[config.mk]
export PLATFORM = sky130hd
export DESIGN_NAME = sfps_core
export DESIGN_NICKNAME = d
export VERILOG_FILES = /design/src/core/sfps_pkg.sv /design/src/core/sfps_core.sv
export VERILOG_INCLUDE_DIRS = /design/src /design/src/core
export SDC_FILE = /design/constraint.sdc
export NUM_CORES = 1
export LEC_CHECK = 0
export BUFFER_PORTS_ARGS = -buffer_cell sky130_fd_sc_hd__buf_2
export CORE_ASPECT_RATIO = 2
export CORE_MARGIN = 2
export CORE_UTILIZATION = 35
export CTS_CLUSTER_SIZE = 25
export DETAILED_ROUTE_END_ITERATION = 12
export SLEW_MARGIN = 25
export SYNTH_ARGS = -nofsm -noshare
export SYNTH_HDL_FRONTEND = slang
export SYNTH_SLANG_ARGS = --single-unit
[constraint.sdc]
create_clock -name i_ref_clk -period 3.1 [get_ports i_ref_clk]
set_clock_uncertainty 0.05 [all_clocks]
set_input_delay 0.465 -clock i_ref_clk [delete_from_list [all_inputs] [get_ports i_ref_clk]]
set_output_delay 0.465 -clock i_ref_clk [all_outputs]
set_load 0.03 [all_outputs]
[src/core/sfps_defines.svh]
// constants of the serial flash protection and status block
// Functional notes
// - keep 136 permanent lock bits, one per protectable block.
// - writing one to a permanent lock bit forces its block write-lock one forever.
// - a zero written to a permanent lock bit changes nothing.
// - while lock-down is active, permanent lock writes are ignored.
// - guard pin acts only with io config bit zero; at one pin and enable are void.
// - with guard pin enable zero the guard pin level is ignored.
// - guard pin enable is non-volatile with factory value zero.
// - guard pin affects only guard and config writes, never program or erase.
// - pin low, io config zero, enable one: refuse guard and config writes.
// - lock-down active refuses block guard writes whatever pin and config say.
// - identifier space 2 KByte; first 64 bits fixed; no erase of it at all.
// - after identifier lockout every identifier program is rejected.
// - pause pin works only in single and dual SPI, never in quad mode.
// - pause enters or leaves when clock low at the pin edge, else at next low.
// - while paused, serial output floats and serial input and clock are ignored.
// - chip select high during pause resets interface; resume needs pause high, select low.
// - status byte: busy, wel, erase susp, program susp, lockdown, id locked, zero, busy.
// - identifier locked bit powers up one only after a completed lockout; the core resets it to zero on i_resetn, soft reset keeps it.
// - with write-enable latch zero, refuse program, erase, guard writes and lock-down.
// - clear write-enable latch on reset, disable, suspend, status write, completions, guard cmds.
// - status reads are allowed while an internal program or erase runs.
// - lock-down persists until power cycle; nothing else clears it.
// - with io config bit one, guard and pause pins are quad data lines.
`ifndef SFPS_DEFINES_SVH
`define SFPS_DEFINES_SVH
`define SFPS_OFS_STATUS       8'h00
`define SFPS_OFS_CONFIG       8'h04
`define SFPS_OFS_CMD          8'h08
`define SFPS_OFS_RESULT       8'h0c
`define SFPS_WIN_STAGE        3'h1
`define SFPS_WIN_GUARD        3'h2
`define SFPS_WIN_PERM         3'h3
`define SFPS_WIN_WORDS        3'h5
`define SFPS_CFG_IOC_BIT      1
`define SFPS_CFG_BPNV_BIT     3
`define SFPS_CFG_PIN_EN_BIT   7
`define SFPS_PIN_EN_RESET     1'b0
`define SFPS_ID_BYTES         12'h800
`define SFPS_ID_FIXED_BYTES   12'h008
`define SFPS_NUM_BLOCKS       8'h88
`define SFPS_OP_TIME_NS       2000
`define SFPS_CLK_PERIOD_NS    50
`define SFPS_OP_CYCLES ((`SFPS_OP_TIME_NS + `SFPS_CLK_PERIOD_NS - 1) / `SFPS_CLK_PERIOD_NS)
`endif

[src/core/sfps_pkg.sv]
// types of the serial flash protection and status block
package sfps_pkg;
	typedef enum logic [4:0] {
		CMD_NOP, CMD_WRITE_ENABLE, CMD_WRITE_DISABLE, CMD_WRITE_BLOCK_GUARD,
		CMD_LOCKDOWN_GUARD, CMD_WRITE_PERM_LOCK, CMD_PROGRAM_IDENTIFIER,
		CMD_LOCKOUT_IDENTIFIER, CMD_WRITE_STATUS, CMD_WRITE_SUSPEND, CMD_WRITE_RESUME,
		CMD_PAGE_PROGRAM, CMD_QUAD_PAGE_PROGRAM, CMD_SECTOR_ERASE, CMD_BLOCK_ERASE,
		CMD_CHIP_ERASE, CMD_SOFT_RESET, CMD_QUAD_ENTER, CMD_QUAD_EXIT
	} sfps_cmd_t;

	typedef struct packed {
		logic [1:0]   sck_s;
		logic [1:0]   ce_s;
		logic [1:0]   wp_s;
		logic [1:0]   pause_s;
		logic [1:0]   si_s;
		logic         sck_prev;
		logic         hold;
		logic         write_enable_latch;
		logic         busy;
		logic         erase_susp;
		logic         prog_susp;
		logic         lockdown;
		logic         id_locked;
		logic         io_config;
		logic         pin_en;
		logic         quad_mode;
		logic         refused;
		logic         op_erase;
		logic         op_id_lock;
		logic [15:0]  busy_cnt;
		logic [135:0] write_lock;
		logic [7:0]   read_lock;
		logic [135:0] perm_lock;
		logic [143:0] stage;
		logic         acc;
		logic [31:0]  rdata;
		logic         so;
		logic         so_oe;
		logic         dq2;
		logic         dq2_oe;
		logic         dq3;
		logic         dq3_oe;
		logic         sck_rise;
		logic         si;
		logic         iface_rst;
	} sfps_state_t;
endpackage : sfps_pkg

[src/core/sfps_core.sv]
// protection, lock-down, identifier lock, pause and status logic of a serial flash
`timescale 1ns/1ps
`include "sfps_defines.svh"
module sfps_core import sfps_pkg::*; #(
	parameter int         OP_CYCLES         = `SFPS_OP_CYCLES,
	parameter logic       IO_CONFIG_DEFAULT = 1'b0
) (
	input  wire logic        i_ref_clk,
	input  wire logic        i_resetn,
	input  wire logic [7:0]  i_avs_address,
	input  wire logic        i_avs_read,
	input  wire logic        i_avs_write,
	input  wire logic [31:0] i_avs_writedata,
	input  wire logic [3:0]  i_avs_byteenable,
	output logic [31:0]      o_avs_readdata,
	output logic             o_avs_waitrequest,
	input  wire logic        i_sck,
	input  wire logic        i_ce_n,
	input  wire logic        i_si,
	input  wire logic        i_so_data,
	input  wire logic        i_so_en,
	output logic             o_so,
	output logic             o_so_oe,
	input  wire logic        i_dq2,
	output logic             o_dq2,
	output logic             o_dq2_oe,
	input  wire logic        i_dq3,
	output logic             o_dq3,
	output logic             o_dq3_oe,
	input  wire logic [1:0]  i_quad_dq_out,
	input  wire logic [1:0]  i_quad_dq_oe,
	output logic             o_sck_rise,
	output logic             o_si,
	output logic             o_paused,
	output logic             o_iface_reset
);

	////////////////////////////////////////////////////////////////////////////////
	// elaboration checks

	if (OP_CYCLES < 1 || OP_CYCLES > 65535) begin : g_bad_op_cycles
		$error("OP_CYCLES must lie in 1..65535");
	end

	////////////////////////////////////////////////////////////////////////////////
	// functions

	// selects one 32-bit word of a 144-bit window
	function automatic logic [31:0] word_of(input logic [143:0] v, input logic [2:0] k);
		logic [159:0] w;
		w = {16'h0, v} >> {k, 5'h0};
		return w[31:0];
	endfunction : word_of

	// true when a block index names an existing block
	function automatic logic blk_ok(input logic [7:0] b);
		return b < `SFPS_NUM_BLOCKS;
	endfunction : blk_ok

	////////////////////////////////////////////////////////////////////////////////
	// state

	sfps_state_t r_reg;
	sfps_state_t r_next;

	localparam logic [15:0] OP_CNT = OP_CYCLES[15:0];

	logic       access;
	logic       wr_go;
	logic [7:0] status_byte;
	logic [7:0] config_byte;

	assign access  = (i_avs_read | i_avs_write) & ~r_reg.acc;
	assign wr_go   = i_avs_write & r_reg.acc;

	assign status_byte = {r_reg.busy, 1'b0, r_reg.id_locked, r_reg.lockdown,
		r_reg.prog_susp, r_reg.erase_susp, r_reg.write_enable_latch, r_reg.busy};
	assign config_byte = {r_reg.pin_en, 3'h0, ~|r_reg.perm_lock, 1'b0, r_reg.io_config, 1'b0};

	////////////////////////////////////////////////////////////////////////////////
	// next state

	always_comb begin
		sfps_cmd_t   cmd;
		logic [7:0]  blk;
		logic [11:0] id_addr;
		logic [7:0]  cfg_val;
		logic        pin_guard;
		logic        pause_en;
		logic        quad_lines;
		logic        ce_act;
		logic [2:0]  k;
		logic        ok;
		cmd        = sfps_cmd_t'(i_avs_writedata[4:0]);
		blk        = i_avs_writedata[15:8];
		id_addr    = i_avs_writedata[27:16];
		cfg_val    = i_avs_writedata[23:16];
		k          = i_avs_address[4:2];
		ok         = 1'b0;
		quad_lines = r_reg.io_config | r_reg.quad_mode;
		pause_en   = ~r_reg.io_config & ~r_reg.quad_mode;
		pin_guard  = ~r_reg.io_config & ~r_reg.quad_mode & r_reg.pin_en & ~r_reg.wp_s[1];
		ce_act     = ~r_reg.ce_s[1];
		r_next     = r_reg;

		// pin synchronisers
		r_next.sck_s    = {r_reg.sck_s[0], i_sck};
		r_next.ce_s     = {r_reg.ce_s[0], i_ce_n};
		r_next.wp_s     = {r_reg.wp_s[0], i_dq2};
		r_next.pause_s  = {r_reg.pause_s[0], i_dq3};
		r_next.si_s     = {r_reg.si_s[0], i_si};
		r_next.sck_prev = r_reg.sck_s[1];

		// pause control
		if (!ce_act) begin
			r_next.hold = 1'b0;
		end else if (!pause_en) begin
			r_next.hold = 1'b0;
		end else if (!r_reg.sck_s[1]) begin
			r_next.hold = ~r_reg.pause_s[1];
		end
		r_next.iface_rst = ~ce_act;
		r_next.sck_rise  = r_reg.sck_s[1] & ~r_reg.sck_prev & ~r_reg.hold & ce_act;
		r_next.si        = r_reg.hold ? r_reg.si : r_reg.si_s[1];
		r_next.so        = i_so_data;
		r_next.so_oe     = i_so_en & ce_act & ~r_reg.hold;

		// quad data lines
		r_next.dq2    = i_quad_dq_out[0];
		r_next.dq3    = i_quad_dq_out[1];
		r_next.dq2_oe = quad_lines & i_quad_dq_oe[0];
		r_next.dq3_oe = quad_lines & i_quad_dq_oe[1];

		// internal write timer
		if (r_reg.busy) begin
			if (r_reg.busy_cnt <= 16'h1) begin
				r_next.busy       = 1'b0;
				r_next.write_enable_latch        = 1'b0;
				r_next.busy_cnt   = 16'h0;
				r_next.id_locked  = r_reg.id_locked | r_reg.op_id_lock;
				r_next.op_id_lock = 1'b0;
			end else begin
				r_next.busy_cnt = r_reg.busy_cnt - 16'h1;
			end
		end

		// bus handshake and read data
		r_next.acc = access;
		if (access && i_avs_read) begin
			case (i_avs_address[7:5])
				3'h0: begin
					case (i_avs_address)
						`SFPS_OFS_STATUS: r_next.rdata = {24'h0, status_byte};
						`SFPS_OFS_CONFIG: r_next.rdata = {24'h0, config_byte};
						`SFPS_OFS_RESULT: r_next.rdata = {28'h0, r_reg.quad_mode, r_reg.hold,
							r_reg.busy, r_reg.refused};
						default:          r_next.rdata = 32'h0;
					endcase
				end
				`SFPS_WIN_STAGE: r_next.rdata = (k < `SFPS_WIN_WORDS) ?
					word_of(r_reg.stage, k) : 32'h0;
				`SFPS_WIN_GUARD: r_next.rdata = (k < `SFPS_WIN_WORDS) ?
					word_of({r_reg.read_lock, r_reg.write_lock}, k) : 32'h0;
				`SFPS_WIN_PERM:  r_next.rdata = (k < `SFPS_WIN_WORDS) ?
					word_of({8'h0, r_reg.perm_lock}, k) : 32'h0;
				default:         r_next.rdata = 32'h0;
			endcase
		end

		// staging window writes
		if (wr_go && i_avs_address[7:5] == `SFPS_WIN_STAGE && k < `SFPS_WIN_WORDS) begin
			for (int b = 0; b < 4; b++) begin
				if (i_avs_byteenable[b] && (32'(k) * 4 + b) < 18) begin
					r_next.stage[(32'(k) * 32 + b * 8) +: 8] = i_avs_writedata[b * 8 +: 8];
				end
			end
		end

		// command execution
		if (wr_go && i_avs_address == `SFPS_OFS_CMD && i_avs_byteenable[0]) begin
			case (cmd)
				CMD_NOP: begin
					ok = 1'b1;
				end
				CMD_WRITE_ENABLE: begin
					ok = ~r_reg.busy;
					if (ok) begin
						r_next.write_enable_latch = 1'b1;
					end
				end
				CMD_WRITE_DISABLE: begin
					ok         = 1'b1;
					r_next.write_enable_latch = 1'b0;
				end
				CMD_WRITE_BLOCK_GUARD: begin
					ok = r_reg.write_enable_latch & ~r_reg.busy & ~r_reg.lockdown & ~pin_guard;
					if (ok) begin
						r_next.write_lock = r_reg.stage[135:0] | r_reg.perm_lock;
						r_next.read_lock  = r_reg.stage[143:136];
					end
					r_next.write_enable_latch = 1'b0;
				end
				CMD_LOCKDOWN_GUARD: begin
					ok = r_reg.write_enable_latch & ~r_reg.busy;
					if (ok) begin
						r_next.lockdown = 1'b1;
					end
					r_next.write_enable_latch = 1'b0;
				end
				CMD_WRITE_PERM_LOCK: begin
					ok = r_reg.write_enable_latch & ~r_reg.busy & ~r_reg.lockdown;
					if (ok) begin
						r_next.perm_lock  = r_reg.perm_lock | r_reg.stage[135:0];
						r_next.write_lock = r_reg.write_lock | r_reg.stage[135:0];
					end
					r_next.write_enable_latch = 1'b0;
				end
				CMD_WRITE_STATUS: begin
					ok = r_reg.write_enable_latch & ~r_reg.busy & ~pin_guard;
					if (ok) begin
						r_next.io_config = cfg_val[`SFPS_CFG_IOC_BIT];
						r_next.pin_en    = cfg_val[`SFPS_CFG_PIN_EN_BIT];
					end
					r_next.write_enable_latch = 1'b0;
				end
				CMD_PROGRAM_IDENTIFIER: begin
					ok = r_reg.write_enable_latch & ~r_reg.busy & ~r_reg.id_locked
						& (id_addr >= `SFPS_ID_FIXED_BYTES) & (id_addr < `SFPS_ID_BYTES);
					if (ok) begin
						r_next.busy     = 1'b1;
						r_next.busy_cnt = OP_CNT;
						r_next.op_erase = 1'b0;
					end
				end
				CMD_LOCKOUT_IDENTIFIER: begin
					ok = r_reg.write_enable_latch & ~r_reg.busy & ~r_reg.id_locked;
					if (ok) begin
						r_next.busy       = 1'b1;
						r_next.busy_cnt   = OP_CNT;
						r_next.op_erase   = 1'b0;
						r_next.op_id_lock = 1'b1;
					end
				end
				CMD_WRITE_SUSPEND: begin
					ok = r_reg.busy & ~r_reg.op_id_lock;
					if (ok) begin
						r_next.busy       = 1'b0;
						r_next.erase_susp = r_reg.op_erase;
						r_next.prog_susp  = ~r_reg.op_erase;
					end
					r_next.write_enable_latch = 1'b0;
				end
				CMD_WRITE_RESUME: begin
					ok = ~r_reg.busy & (r_reg.erase_susp | r_reg.prog_susp);
					if (ok) begin
						r_next.busy       = 1'b1;
						r_next.erase_susp = 1'b0;
						r_next.prog_susp  = 1'b0;
					end
				end
				CMD_PAGE_PROGRAM, CMD_QUAD_PAGE_PROGRAM, CMD_SECTOR_ERASE, CMD_BLOCK_ERASE: begin
					// the guard pin plays no part here
					ok = r_reg.write_enable_latch & ~r_reg.busy & ~r_reg.erase_susp & ~r_reg.prog_susp
						& blk_ok(blk) & ~r_reg.write_lock[blk];
					if (cmd == CMD_QUAD_PAGE_PROGRAM && !quad_lines) begin
						ok = 1'b0;
					end
					if (ok) begin
						r_next.busy     = 1'b1;
						r_next.busy_cnt = OP_CNT;
						r_next.op_erase = (cmd == CMD_SECTOR_ERASE) || (cmd == CMD_BLOCK_ERASE);
					end
				end
				CMD_CHIP_ERASE: begin
					ok = r_reg.write_enable_latch & ~r_reg.busy & ~r_reg.erase_susp & ~r_reg.prog_susp
						& ~|r_reg.write_lock;
					if (ok) begin
						r_next.busy     = 1'b1;
						r_next.busy_cnt = OP_CNT;
						r_next.op_erase = 1'b1;
					end
				end
				CMD_SOFT_RESET: begin
					// lock-down and non-volatile bits survive
					ok                = 1'b1;
					r_next.write_enable_latch        = 1'b0;
					r_next.busy       = 1'b0;
					r_next.busy_cnt   = 16'h0;
					r_next.op_id_lock = 1'b0;
					r_next.erase_susp = 1'b0;
					r_next.prog_susp  = 1'b0;
					r_next.quad_mode  = 1'b0;
				end
				CMD_QUAD_ENTER: begin
					ok               = ~r_reg.busy;
					r_next.quad_mode = ok | r_reg.quad_mode;
				end
				CMD_QUAD_EXIT: begin
					ok               = ~r_reg.busy;
					r_next.quad_mode = ~ok & r_reg.quad_mode;
				end
				default: begin
					ok = 1'b0;
				end
			endcase
			r_next.refused = ~ok;
		end
	end

	////////////////////////////////////////////////////////////////////////////////
	// registers

	always_ff @(posedge i_ref_clk or negedge i_resetn) begin
		if (!i_resetn) begin
			r_reg           <= '0;
			r_reg.sck_s     <= 2'h0;
			r_reg.ce_s      <= 2'h3;
			r_reg.wp_s      <= 2'h3;
			r_reg.pause_s   <= 2'h3;
			r_reg.iface_rst <= 1'b1;
			r_reg.io_config <= IO_CONFIG_DEFAULT;
			r_reg.pin_en    <= `SFPS_PIN_EN_RESET;
			r_reg.write_enable_latch       <= 1'b0;
			r_reg.lockdown  <= 1'b0;
			r_reg.id_locked <= 1'b0;
		end else begin
			r_reg <= r_next;
		end
	end

	////////////////////////////////////////////////////////////////////////////////
	// outputs

	assign o_avs_waitrequest = access;
	assign o_avs_readdata    = r_reg.rdata;
	assign o_so              = r_reg.so;
	assign o_so_oe           = r_reg.so_oe;
	assign o_dq2             = r_reg.dq2;
	assign o_dq2_oe          = r_reg.dq2_oe;
	assign o_dq3             = r_reg.dq3;
	assign o_dq3_oe          = r_reg.dq3_oe;
	assign o_sck_rise        = r_reg.sck_rise;
	assign o_si              = r_reg.si;
	assign o_paused          = r_reg.hold;
	assign o_iface_reset     = r_reg.iface_rst;

endmodule : sfps_core

==> summary by stage <==
Logic synthesis
The count of different cell masters after synthesis is 76. The fraction of the mapped netlist area in adder cells is 0.425%. The part of the Yosys area used for sequential elements is 47.8%. The synthesized instance count is 2,655. A synthesized cell averages 9.99 um2. The synthesized-area fraction occupied by xor and xnor cells is 0.462%. After synthesis the netlist holds a flip-flop and latch count of 506. The cell area after synthesis is 0.0265 mm2.

The most used flip-flop cell after synthesis is sky130_fd_sc_hd__dfrtp_1. The fraction of the mapped netlist area in compound gates is 22.0%. The post-synthesis simple-gate area fraction is 12.6%. The number of warnings issued by yosys is 0. The mux share of post-synthesis cell area is 12.3%. The fraction of registers with async set or reset after synthesis is 100%. After synthesis, the largest family of logic cells by area is compound AO/OA/AOI/OAI gates. The number of nets handed over by synthesis was 2,723.

The number of flops mapped to enable cells by yosys is 0.

Timing
The post-layout minimum cycle time is 3210 ps. In the finished design, the share of the clock period the worst path needs comes to 104%. The number of max-slew violations in the final report is 0. The setup violation total in the final timing report is 15. In this run the tightest slew margin relative to its limit is 34.4%. Setup repair after global routing left no endpoint under its margin.

The highest achievable clock rate is 311 MHz. Across all setup checks in the final design, the least slack found is -113 ps. The total negative slack for setup checks is -1410 ps.

For the pin with the worst max-slew slack, the measured transition is 975 ps. The number of hold violations in the final report is 0.

Floorplanning
The die boundary height is 393 um. The area enclosed by the die boundary is 0.0781 mm2. 102 I/O pins were placed. The horizontal die dimension is 199 um.

The starting density of the core is 35.4%. The total number of placement rows is 142. The core region is 0.0750 mm2.

Final layout
The final instance count without filler cells is 3,843. The area added between synthesis and finish is 16.3%. The final-stage net count is 2,868.

The register with the most flip-flops in the layout has 455 of them. The library cell used most frequently in the layout, excluding fill and tap cells, is sky130_fd_sc_hd__dfrtp_1. The fraction of layout cells with a size suffix above 1 is 21.0%. The core occupancy in the finished layout is 41.1%.

The top cell types in the final layout, fill and taps aside, are sky130_fd_sc_hd__dfrtp_1 (499), sky130_fd_sc_hd__nand2_1 (324), sky130_fd_sc_hd__o21ai_0 (295).

Detailed routing
The number of nets still failing antenna checks after routing is 0. The vias per cell is 6.11. The routed wirelength normalized by instance count is 30.2 um. The count of vias placed by the detailed router is 23,500. The first detailed-routing pass took 6 iterations.

The violation count after the first detailed-routing iteration is 2,094. Summed over all layers, the routed wires come to 116,000 um. The final routed DRC violation total is 0.

Worst setup path
Traced cell by cell, the critical path runs through nor4_1 > nand4_1 > nor2_1 > nand3_1 > a211o_1 > buf_4 > a211oi_2 > buf_12 > nor2_1. For the worst setup path, the data required time is 3540 ps. The slowest stage cell on the critical path is sky130_fd_sc_hd__nor4_1. STA classifies the critical path startpoint as a flop. For this run, the slowest stage of the critical path takes 560 ps. The largest fanout on the critical path is 14.

On the critical path the largest part of the delay comes from simple AND/OR/NAND/NOR gates. The number of buffers and inverters on the critical path is 2. The critical path is of the reg2reg type. The critical path arrival is 3650 ps. The type of element capturing the critical path is a flop.

The cell type with the highest occurrence count on the critical path is sky130_fd_sc_hd__nor2_1.

Place
Prior to clock tree synthesis, the placed netlist has a worst setup slack of -111 ps. The placer congestion estimate is 0.993. The count of buffers inserted at the top-level ports is 101. The number of placed instances with taps included is 3,748. The detailed-placement wirelength estimate is 85,100 um.

Clock network
The CTS buffer count is 49. The number of sinks on the clock net is 506. The cell at the root of the clock tree is sky130_fd_sc_hd__clkbuf_16.

The clock passes through at most 3 buffers. Buffers added to address setup during post-CTS repair amount to 0. TritonCTS built the clock tree. The later pin in the worst-skew pair is clocked with a latency of 610 ps. In this run the number of H-tree levels came out at 2. After clock tree synthesis, the clock-pin slew on the worst setup and hold paths is 60 ps.

Global route
The residual overflow from global routing is 0. The number of antenna violations at the first check in global routing was 8. Global routing used 29.9% of the available tracks across all layers. The first global-routing pass estimated 168,000 um of wire. The maximum number of pins on one net before global-route repair is 88. The via count of the first global-routing pass is 23,700.

Run status
The final reports fail on negative setup slack. The flow ran to the end, but the final reports show violations.

Power
Power spread over the standard cell area amounts to 457 mW/mm2. The post-route total power is 14,100 uW. In this run the static leakage power is 0.0146 uW.

The peak supply drop is 0.000431 V.

Min path
The path class of the lowest-slack min-delay path is in2reg.

Job
Across the run, the number of max-cap violations was 0.
[metal layers]
layer	vias up	track usage (%)	wire length, um
met5	-	0	59
met4	8	26.9	12900
met3	488	5.17	7330
met2	1206	51.8	57700
met1	11800	30.7	38000
li1	9985	-	-
[logic make-up after synthesis]
family | count (synthesis)
buffers and inverters | 245
xor gates and xnor gates | 14
and+or+nand+nor | 739
adders and majority gates | 9
AOI/OAI and AO/OA | 932
DFF | 506
muxes | 210
[what timing repair did]
item,4_1_cts,5_1_grt
hold endpoints to repair,46,0
setup endpoints to repair,15,0
gates resized for setup,2,0
hold buffers,9,0
[cell type report]
cell class	count	area (um2)
well taps	1008	1260
clock buffers	67	1380
flip-flops and latches	506	12700
multi-input cells	1904	12800
repair buffers	319	2510
fillers	7400	44100
inverters	20	75.1
diodes	3	7.51
clock inverters	16	168
[metrics by stage]
stage,cell area (um2),hold slack (ps)
final,30800,44.8
after detailed placement,29200,292
after floorplan,26500,119
after global routing,30800,23.6
after CTS,30800,17.7
after global placement,29200,296
[synthesized netlist by cell type (10+ instances only)]
cell type	number	area share [%]
sky130_fd_sc_hd__dfrtp_1	499	47
sky130_fd_sc_hd__nand2_1	324	4.6
sky130_fd_sc_hd__o21ai_0	295	5.6
sky130_fd_sc_hd__a21oi_1	209	3.9
sky130_fd_sc_hd__nor2_1	185	2.6
sky130_fd_sc_hd__a21o_1	136	3.9
sky130_fd_sc_hd__o21a_1	130	3.7
sky130_fd_sc_hd__clkbuf_1	125	1.8
sky130_fd_sc_hd__mux2_2	92	3.9
sky130_fd_sc_hd__nor4_1	80	1.9
sky130_fd_sc_hd__mux4_2	78	6.6
sky130_fd_sc_hd__buf_2	49	0.92
sky130_fd_sc_hd__buf_4	40	1.1
sky130_fd_sc_hd__o22ai_1	36	0.85
sky130_fd_sc_hd__mux2i_1	35	1.3
sky130_fd_sc_hd__nand3_1	32	0.60
sky130_fd_sc_hd__a221oi_1	27	0.89
sky130_fd_sc_hd__nor2b_1	22	0.52
sky130_fd_sc_hd__inv_1	20	0.28
sky130_fd_sc_hd__nand4_1	19	0.45
sky130_fd_sc_hd__nor3_1	17	0.32
sky130_fd_sc_hd__a32o_1	15	0.57
sky130_fd_sc_hd__a22o_1	14	0.46
sky130_fd_sc_hd__a22oi_1	14	0.40
sky130_fd_sc_hd__and3_1	13	0.31
sky130_fd_sc_hd__nand2b_1	10	0.24
sky130_fd_sc_hd__nor2_2	10	0.24
[power breakdown]
group	internal, uW	total, uW	switching, uW
registers	6700	6800	103
clock network	3360	6060	2700
logic	401	1230	833
[worst paths after layout]
| check | from | to | slack, ps | depth (start not counted) |
|---|---|---|---|---|
| min reg2reg | r_next[503] | r_next[0] | 310 | 0 |
| max in group asynchronous | i_resetn | r_reg[232] | 1720 | 4 |
| max reg2reg | r_reg[368] | r_reg[468] | -110 | 9 |
| min in group asynchronous | i_resetn | r_reg[248] | 340 | 2 |
| max | r_reg[368] | r_reg[468] | -110 | 9 |
| min | i_quad_dq_oe[1] | o_dq3_oe | 40 | 2 |
Power figures use the tool's default switching activity.
